**src/rtl/adc_accum_defines.svh**
```systemverilog
// Constants for the conversion-control and accumulation block.
// Assumes inclusion by bare name from rtl/ and testbench/ sources.
`ifndef ADC_ACCUM_DEFINES_SVH
`define ADC_ACCUM_DEFINES_SVH

// Sample-count code limits
`define CODE_MAX          4'hA
`define CODE_ADJ_CAP      4'h0004
`define CODE_AUTO_BASE    4'h0004
// Resolution codes (12-bit after reset)
`define RES_12            2'h0
`define RES_16            2'h1
`define RES_10            2'h2
`define RES_8             2'h3
`define RES_RESET         2'h0
// Ground selection codes for the negative input
`define GND_INTERNAL      2'h0
`define GND_IO            2'h1
`define GND_PIN           2'h2
// Conversion timing in prescaled conversion-clock periods
`define CONV_BASE_PERIODS 5'h06
`define SAMPLE_HALF       1'b1

`endif

```
**src/rtl/adc_accum_pkg.sv**
```systemverilog
// Types shared by the conversion-control block.
// Assumes the defines header is compiled alongside.
package adc_accum_pkg;
  typedef enum logic [3:0] {
    ST_IDLE   = 4'b0001,
    ST_SAMPLE = 4'b0010,
    ST_CONV   = 4'b0100,
    ST_DONE   = 4'b1000
  } conv_state_t;
endpackage

```
**src/rtl/conv_link_if.sv**
```systemverilog
// Carries one finished raw conversion from the sequencer to the datapath.
// Assumes a single clock domain.
`timescale 1ns/1ns
`default_nettype none
interface conv_link_if;
  logic        done;   // One-cycle pulse per finished conversion
  logic [11:0] data;   // Raw conversion value
  logic        first;  // Conversion opens a new sequence
  modport seq (output done, output data, output first);
  modport dp  (input done, input data, input first);
endinterface
`default_nettype wire

```
**src/rtl/adc_accum_datapath.sv**
```systemverilog
// Accumulation and averaging datapath.
// Assumes an asynchronous active-high reset shared with the top.
`timescale 1ns/1ns
`default_nettype none
`include "adc_accum_defines.svh"
module adc_accum_datapath (
  input  wire logic        clk,
  input  wire logic        rst,
  conv_link_if.dp          link,
  input  wire logic [3:0]  sample_count_code,
  input  wire logic [2:0]  adjust_shift,
  input  wire logic        average_en,
  output logic             result_done,
  output logic [15:0]      result_value
);
  // ****************************************
  // Shift arithmetic
  // ****************************************
  function automatic logic [3:0] code_eff(input logic [3:0] c);
    code_eff = (c > `CODE_MAX) ? 4'h0 : c;
  endfunction

  logic [21:0] acc_q, acc_d;
  logic [10:0] cnt_q, cnt_d;
  logic        done_q, done_d;
  logic [15:0] res_q, res_d;
  logic [3:0]  code;
  logic [3:0]  auto_sh;
  logic [3:0]  adj_sh;
  logic [21:0] sum;
  logic [10:0] need;

  // Next sum, count and result
  always_comb begin
    code    = code_eff(sample_count_code);
    auto_sh = (code > `CODE_AUTO_BASE) ? code - `CODE_AUTO_BASE : 4'h0;
    // Averaging adds the adjust shift, capped so totals stop at ten
    adj_sh  = (!average_en || code == 4'h0) ? 4'h0 :
              ({1'b0, adjust_shift} > `CODE_ADJ_CAP) ? `CODE_ADJ_CAP : {1'b0, adjust_shift};
    need    = 11'(11'h001 << code);
    sum     = (link.first ? 22'h0 : acc_q) + {10'h0, link.data};
    acc_d   = acc_q;
    cnt_d   = cnt_q;
    done_d  = 1'b0;
    res_d   = res_q;
    if (link.done) begin
      acc_d = sum;
      cnt_d = link.first ? 11'h001 : 11'(cnt_q + 11'h001);
      if (cnt_d >= need) begin
        res_d  = 16'((sum >> auto_sh) >> adj_sh);
        done_d = 1'b1;
        acc_d  = 22'h0;
        cnt_d  = 11'h000;
      end
    end
  end

  // Registers only
  always_ff @(posedge clk or posedge rst) begin
    if (rst) begin
      acc_q  <= 22'h0;
      cnt_q  <= 11'h000;
      done_q <= 1'b0;
      res_q  <= 16'h0000;
    end else begin
      acc_q  <= acc_d;
      cnt_q  <= cnt_d;
      done_q <= done_d;
      res_q  <= res_d;
    end
  end

  assign result_done  = done_q;
  assign result_value = res_q;
endmodule
`default_nettype wire

```
**src/rtl/adc_accumulate_average_control.sv**
```systemverilog
// Conversion sequencing, start synchronisation, sampling and result flagging.
// Assumes the analog core answers each conversion request with core_valid
// carrying a 12-bit value; prescaled clock arrives as a one-cycle tick.
`timescale 1ns/1ns
`default_nettype none
`include "adc_accum_defines.svh"
module adc_accumulate_average_control #(
  parameter int unsigned SAMPLE_LEN_W = 6
) (
  input  wire logic                    clk,
  input  wire logic                    rst,
  input  wire logic                    enable,
  input  wire logic                    diff_select,
  input  wire logic                    free_run,
  input  wire logic [1:0]              resolution_select,
  input  wire logic [1:0]              ground_select,
  input  wire logic [SAMPLE_LEN_W-1:0] sample_length,
  input  wire logic [3:0]              sample_count_code,
  input  wire logic [2:0]              adjust_shift,
  input  wire logic                    average_en,
  input  wire logic                    sw_start,
  input  wire logic                    event_start,
  input  wire logic                    event_start_en,
  input  wire logic                    result_ready_clear,
  input  wire logic                    conv_tick,
  input  wire logic                    core_valid,
  input  wire logic [11:0]             core_data,
  output logic                         core_sample,
  output logic                         core_convert,
  output logic                         core_diff,
  output logic [1:0]                   core_resolution,
  output logic [1:0]                   core_ground,
  output logic                         result_ready_flag,
  output logic [15:0]                  result_value,
  output logic                         busy
);
  // ****************************************
  // Start synchroniser
  // ****************************************
  logic [1:0] start_sync_q, start_sync_d;
  logic       start_req;

  // Two flops before use; only the second is looked at
  always_comb begin
    start_sync_d = {start_sync_q[0], sw_start | (event_start & event_start_en)};
    start_req    = start_sync_q[1];
  end

  always_ff @(posedge clk or posedge rst) begin
    if (rst) begin
      start_sync_q <= 2'b00;
    end else begin
      start_sync_q <= start_sync_d;
    end
  end

  // ****************************************
  // Conversion sequencer
  // ****************************************
  adc_accum_pkg::conv_state_t st_q, st_d;
  logic [SAMPLE_LEN_W:0]      samp_q, samp_d;
  logic                       first_q, first_d;
  logic                       pend_q, pend_d;
  logic                       samp_o_q, samp_o_d;
  logic                       conv_o_q, conv_o_d;
  logic [11:0]                data_q, data_d;
  logic                       ldone_q, ldone_d;
  logic                       lfirst_q, lfirst_d;
  logic                       busy_q, busy_d;
  logic                       dp_done;       // Datapath closed a sequence

  // Sampling counts half periods: one half by default, plus two per step
  always_comb begin
    st_d     = st_q;
    samp_d   = samp_q;
    first_d  = first_q;
    pend_d   = pend_q | start_req;
    samp_o_d = 1'b0;
    conv_o_d = 1'b0;
    data_d   = data_q;
    ldone_d  = 1'b0;
    lfirst_d = lfirst_q;
    case (st_q)
      adc_accum_pkg::ST_IDLE: begin
        if (enable && pend_q) begin
          pend_d = 1'b0;
          st_d   = adc_accum_pkg::ST_SAMPLE;
          samp_d = {sample_length, `SAMPLE_HALF};
          first_d = 1'b1;
        end
      end
      adc_accum_pkg::ST_SAMPLE: begin
        samp_o_d = 1'b1;
        if (conv_tick) begin
          if (samp_q <= (SAMPLE_LEN_W+1)'(1)) begin
            st_d = adc_accum_pkg::ST_CONV;
          end else begin
            samp_d = (SAMPLE_LEN_W+1)'(samp_q - (SAMPLE_LEN_W+1)'(1));
          end
        end
      end
      adc_accum_pkg::ST_CONV: begin
        conv_o_d = 1'b1;
        if (core_valid) begin
          data_d   = core_data;
          ldone_d  = 1'b1;
          lfirst_d = first_q;
          first_d  = 1'b0;
          st_d     = adc_accum_pkg::ST_DONE;
        end
      end
      adc_accum_pkg::ST_DONE: begin
        // One cycle of wait lets the datapath say whether the run closed,
        // otherwise a finished run would start one conversion too many
        if (!ldone_q) begin
          if (free_run || !dp_done) begin
            st_d   = adc_accum_pkg::ST_SAMPLE;
            samp_d = {sample_length, `SAMPLE_HALF};
            if (dp_done) begin
              first_d = 1'b1;
            end
          end else begin
            st_d = adc_accum_pkg::ST_IDLE;
          end
        end
      end
      default: begin
        st_d = adc_accum_pkg::ST_IDLE;
      end
    endcase
    if (!enable) begin
      st_d = adc_accum_pkg::ST_IDLE;
    end
    busy_d = samp_o_d | conv_o_d;
  end

  always_ff @(posedge clk or posedge rst) begin
    if (rst) begin
      st_q      <= adc_accum_pkg::ST_IDLE;
      samp_q    <= '0;
      first_q   <= 1'b1;
      pend_q    <= 1'b0;
      samp_o_q  <= 1'b0;
      conv_o_q  <= 1'b0;
      data_q    <= 12'h000;
      ldone_q   <= 1'b0;
      lfirst_q  <= 1'b0;
      busy_q    <= 1'b0;
    end else begin
      st_q      <= st_d;
      samp_q    <= samp_d;
      first_q   <= first_d;
      pend_q    <= pend_d;
      samp_o_q  <= samp_o_d;
      conv_o_q  <= conv_o_d;
      data_q    <= data_d;
      ldone_q   <= ldone_d;
      lfirst_q  <= lfirst_d;
      busy_q    <= busy_d;
    end
  end

  // ****************************************
  // Datapath and result flag
  // ****************************************
  conv_link_if link ();
  assign link.done  = ldone_q;
  assign link.data  = data_q;
  assign link.first = lfirst_q;

  logic [15:0] dp_value;
  adc_accum_datapath u_dp (
    .clk               (clk),
    .rst               (rst),
    .link              (link),
    .sample_count_code (sample_count_code),
    .adjust_shift      (adjust_shift),
    .average_en        (average_en),
    .result_done       (dp_done),
    .result_value      (dp_value)
  );

  logic        flag_q, flag_d;
  logic [15:0] res_q, res_d;
  logic        diff_q;
  logic [1:0]  resv_q, gnd_q;

  // Set beats clear so a result landing on a clear is never lost
  always_comb begin
    flag_d = dp_done ? 1'b1 : (result_ready_clear ? 1'b0 : flag_q);
    res_d  = dp_done ? dp_value : res_q;
  end

  always_ff @(posedge clk or posedge rst) begin
    if (rst) begin
      flag_q <= 1'b0;
      res_q  <= 16'h0000;
      diff_q <= 1'b0;
      resv_q <= `RES_RESET;
      gnd_q  <= `GND_INTERNAL;
    end else begin
      flag_q <= flag_d;
      res_q  <= res_d;
      diff_q <= diff_select;
      resv_q <= resolution_select;
      gnd_q  <= ground_select;
    end
  end
  assign core_sample       = samp_o_q;
  assign core_convert      = conv_o_q;
  assign core_diff         = diff_q;
  assign core_resolution   = resv_q;
  assign core_ground       = gnd_q;
  assign result_ready_flag = flag_q;
  assign result_value      = res_q;
  assign busy              = busy_q;
endmodule
`default_nettype wire

```
**config.mk**
```make
export PLATFORM = sky130hd
export DESIGN_NAME = adc_accumulate_average_control
export DESIGN_NICKNAME = d
export VERILOG_FILES = /design/src/rtl/adc_accum_pkg.sv /design/src/rtl/conv_link_if.sv /design/src/rtl/adc_accum_datapath.sv /design/src/rtl/adc_accumulate_average_control.sv
export VERILOG_INCLUDE_DIRS = /design/src /design/src/rtl
export SDC_FILE = /design/constraint.sdc
export NUM_CORES = 1
export LEC_CHECK = 0
export BUFFER_PORTS_ARGS = -buffer_cell sky130_fd_sc_hd__buf_2
export CORE_MARGIN = 10
export CORE_UTILIZATION = 60
export DETAILED_ROUTE_END_ITERATION = 7
export PLACE_DENSITY = 0.84
export SLEW_MARGIN = 20
export SYNTH_ARGS = -nofsm -noshare
export SYNTH_HDL_FRONTEND = slang
export SYNTH_SLANG_ARGS = --single-unit
```
**constraint.sdc**
```tcl
create_clock -name clk -period 9.08 [get_ports clk]
set_input_delay 1.362 -clock clk [delete_from_list [all_inputs] [get_ports clk]]
set_output_delay 1.362 -clock clk [all_outputs]
set_load 0.05 [all_outputs]
```
==> results <==
- The critical path goes through buf_2 -> nor2b_1 -> a21oi_2 -> nor2_2 -> inv_1 -> ha_1 -> o21a_1 -> o21ai_0 -> nor3_1 -> o31ai_2 -> buf_4 -> inv_1 -> and3_1 -> a221o_1.
- For this run, the number of Yosys warnings is 0.
- The initial antenna violation count is 0.
- In this run the mean area of a mapped cell was ~8.6 um^2.
- Among all stages on the critical path, the largest delay is contributed by sky130_fd_sc_hd__nor2b_1.
- For this block, the initial DRC count from the detailed router was 585.
- The initial standard-cell utilization of the core is 62.3%.
- The floorplan has 40 rows.
- The arrival time at the worst endpoint is ~4.9 ns.
- The sequential group share of total power is 22.1%.
- Among the stages of the critical path, the cell type that occurs most often is sky130_fd_sc_hd__inv_1.
- The final design utilization is about 68%.
- The instance count after placement with tap cells included is 1071.
- The number of clock buffers added by TritonCTS is 9.
- The count of distinct cell types in the synthesized netlist is just over 80.
- The die is 132 um wide.
- Setup repair after global routing left no endpoint under its margin.
- The setup slack at placement is roughly 4.0 ns.
- Sequential cells were found to cover ~34% of the synthesized design area.
- The clock drives ~100 sinks.
- The via density per instance is 6.46.
- The data required time of the worst path is roughly 9.3 ns.
- The total global routing track utilization is 22.0%.
- The flow ran to the end, and the final reports show no timing, DRC or antenna violations.
- The CTS root buffer is sky130_fd_sc_hd__clkbuf_16.
- The pre-antenna-repair detailed-routing pass consisted of 6 iterations.
- After synthesis, the share of flip-flops with an asynchronous set or reset is 100%.
- The synthesized netlist occupies a cell area of approximately 0.0076 mm^2.
- The overall die height is approximately 130 um.
- Global routing finished with a remaining overflow of 0.
- The share of cells above drive strength 1 is roughly 18%.
- Once detail routing completed, the nets flagged for antenna violations numbered 0.
- The maximum level of the CTS H-tree is 3.
- The number of max-cap violations is 0.
- From synthesis to final layout, the design area changed by 9.16%.
- The cell-internal power is between 0.0015 and 0.002 W.
- The cell count after synthesis came out at approximately 900.
- The worst-case headroom to the max-slew limit is 27.1%.
- The count of endpoints failing hold in the final timing report is 0.
- Net switching is slightly above 50% of the power.
- The final RePlAce weighted congestion is between 0.9 and 1.
- The core region is between 0.01 and 0.015 mm^2.
- The finished layout holds roughly 1100 standard cells, fillers aside.
- Detailed placement finished with a half-perimeter wire length of 14400 um.
- The library cells used most frequently in the layout, excluding fill and tap cells, are 102 x sky130_fd_sc_hd__dfrtp_1, 86 x sky130_fd_sc_hd__nor2_1, 78 x sky130_fd_sc_hd__nand2_1.
- The power density over the cells is 393 mW/mm^2.
- The worst path needs between 4 and 5 ns of the cycle, external delays included.
- The maximum clock insertion buffer count is 2.
- The worst setup path is of the primary input to register kind.
- Setup violations remaining at the end of the flow were counted as 0.
- In the final design database the tool counted approximately 980 nets.
- The clock-pin transition on the worst setup and hold timing paths is approximately 0.070 ns.
- The most common cell after layout, fill and taps aside is sky130_fd_sc_hd__dfrtp_1.
- Buffers inserted to repair hold after CTS numbered 0.
- The area of the die is between 0.015 and 0.02 mm^2.
- The count of final max-slew check failures is 0.
- During placement, the flow inserted port buffers numbering between 60 and 70.
- The number of inserted diodes is 0.
- The global-route wire length before repair is 32900 um.
- Summing over every cut layer, the via total after detailed routing is approximately 7000.
- Dividing the detail-routed wire length by the instance count gives ~18 um.
- The final clock period utilization by the worst path is approximately half.
- The number of synthesized register bits is around 100.
- The latest clock arrival within the worst-skew pair is roughly 0.37 ns.
- The worst setup path is captured at a register.
- The number of buffers added for setup after CTS is 0.
- The maximum number of pins on one net before global-route repair is 60.
- Between clock sinks in the finished design, the worst skew comes to approximately 0.011 ns.
- The total nets after synthesis is between 900 and 1000.
- The via count of the first global-routing pass was about 6600.
- The layout has 1032 filler cells.
- The number of design rule violations left after detail routing is 0.
- The worst path meets setup with roughly 4.4 ns of slack.
- The top fanout value on the critical path is 20.
- The type of the worst min-delay path is register to register.
- The worst setup path is launched from a primary input.
- In this run the count of I/O pins placed on the die edge is 66.
- The analysis attributes to cell leakage a power of approximately 3.6 nW.
- IR analysis of the VDD net gives a maximum drop of 254 uV.
- Static timing analysis puts the maximum clock frequency at between 0.2 and 0.25 GHz.
- The clock network is responsible for around 12% of the overall power.
- For the pin with the worst max-slew slack, the measured transition is roughly 1.1 ns.
- The clock tree from TritonCTS is yes.
- On the worst path, the slowest cell contributes a delay of around 0.43 ns.
- Combinational logic is responsible for 65.5% of the overall power.
- The prevailing post-synth register cell is sky130_fd_sc_hd__dfrtp_1.
- Yosys mapped a number of flops with a built-in enable equal to 0.
- After clock tree synthesis, the repair step resized 0 gates.
- The final layout contains routed wiring with a total length of 19500 um.
- The analysis attributes to net switching a power of 0.00165 W.
- Summed over all failing endpoints, the final setup total negative slack is 0 ns.
==> path summary, 6_finish.rpt <==
path | start | to | slack (ns) | depth (start not counted)
max | sample_count_code[2] | u_dp.result_value[1] | 4.39 | 14
min | start_sync_q[0] | start_sync_q[1] | 0.35 | 0
max reg2reg | lfirst_q | u_dp.result_value[4] | 4.76 | 14
min reg2reg | start_sync_q[0] | start_sync_q[1] | 0.35 | 0
max in group asynchronous | rst | u_dp.acc_q[1] | 6.87 | 3
min in group asynchronous | rst | u_dp.result_value[13] | 1.05 | 2
==> critical path: cells and delay by family <==
family          cells  cell delay, ns
simple gates        4            1.18
buf+inv             4            0.94
compound gates      5            1.12
fa+ha+maj           1            0.32
==> sequential cells by signal (all words and copies together) (netlist names) <==
register           count
busy                   1
core_convert           1
core_diff              1
core_ground            2
core_resolution        2
core_sample            1
data_q                12
first_q                1
ldone_q                1
lfirst_q               1
pend_q                 1
result_ready_flag      1
result_value          16
samp_q                 7
st_q                   4
start_sync_q           2
u_dp.acc_q            22
u_dp.cnt_q            11
u_dp.result_done       1
u_dp.result_value     16
==> metal layers <==
metal	GRT usage, %	vias to the layer above	part of all wire [%]
met1	29.0	3352	44
li1	-	3340	-
met2	34.9	302	47
met4	6.85	0	1.6
met5	0	-	0
met3	5.07	32	7.9
==> power by group through the flow <==
stage | sequential (W) | clock [W] | combinational (W)
finish | 0.000718 | 0.000402 | 0.00213
global route | 0.000740 | 0.000426 | 0.00232
detailed placement | 0.000724 | 0 | 0.00207
floorplan | 0.000799 | 0 | 0.00152
CTS | 0.000717 | 0.000409 | 0.00209
global placement | 0.000719 | 0 | 0.00205
==> metrics by stage <==
step	power (W)	hold slack [ns]	cell area (um^2)
after detailed placement	0.00279	0.338	7960
after global placement	0.00277	0.337	7960
final	0.00325	0.353	8260
after floorplan	0.00232	0.331	7570
after CTS	0.00321	0.355	8260
after global routing	0.00349	0.373	8260
==> cells in the mapped netlist, types with 7 or more instances <==
cell type | number | area [um^2]
sky130_fd_sc_hd__a211oi_1 | 17 | 128
sky130_fd_sc_hd__a21o_1 | 11 | 82.6
sky130_fd_sc_hd__a21oi_1 | 41 | 205
sky130_fd_sc_hd__a22o_1 | 9 | 78.8
sky130_fd_sc_hd__a22oi_1 | 10 | 75.1
sky130_fd_sc_hd__a31oi_1 | 7 | 43.8
sky130_fd_sc_hd__and2_1 | 10 | 62.6
sky130_fd_sc_hd__buf_2 | 10 | 50.1
sky130_fd_sc_hd__clkbuf_1 | 34 | 128
sky130_fd_sc_hd__dfrtp_1 | 102 | 2550
sky130_fd_sc_hd__ha_1 | 26 | 325
sky130_fd_sc_hd__inv_1 | 38 | 143
sky130_fd_sc_hd__mux2_2 | 31 | 349
sky130_fd_sc_hd__mux2i_1 | 10 | 100
sky130_fd_sc_hd__nand2_1 | 78 | 293
sky130_fd_sc_hd__nand2b_1 | 12 | 75.1
sky130_fd_sc_hd__nand3_1 | 49 | 245
sky130_fd_sc_hd__nor2_1 | 86 | 323
sky130_fd_sc_hd__nor2b_1 | 19 | 119
sky130_fd_sc_hd__nor3_1 | 21 | 105
sky130_fd_sc_hd__nor4_1 | 7 | 43.8
sky130_fd_sc_hd__o211ai_1 | 14 | 105
sky130_fd_sc_hd__o21a_1 | 9 | 67.6
sky130_fd_sc_hd__o21ai_0 | 48 | 240
sky130_fd_sc_hd__o21ai_1 | 14 | 70.1
sky130_fd_sc_hd__o221ai_1 | 8 | 70.1
sky130_fd_sc_hd__o2bb2ai_1 | 11 | 96.3
sky130_fd_sc_hd__xnor2_1 | 13 | 114
==> kinds of logic (layout without fill, tap and decap cells) <==
kind of cell | Yosys count | count (layout) | share of synthesized area [%]
AOI/OAI and AO/OA | 280 | 280 | 27.1
adders and majority gates | 27 | 27 | 4.56
buffers and inverters | 89 | 127 | 4.68
xor gates and xnor gates | 18 | 18 | 2.28
and+or+nand+nor | 321 | 321 | 20.8
DFF | 104 | 104 | 34.4
muxes | 42 | 42 | 6.23
==> area by class of cell <==
class / count / area, um^2 / share of cell area [%]
Sequential cell: 104 / 2610 / 31.5
Inverter: 38 / 145 / 1.76
Clock inverter: 6 / 72.6 / 0.878
Multi-Input combinational cell: 688 / 4620 / 55.9
Timing Repair Buffer: 73 / 385 / 4.66
Clock buffer: 10 / 229 / 2.77
Tap cell: 168 / 210 / 2.54
No activity file was read; power rests on OpenSTA's default activity.
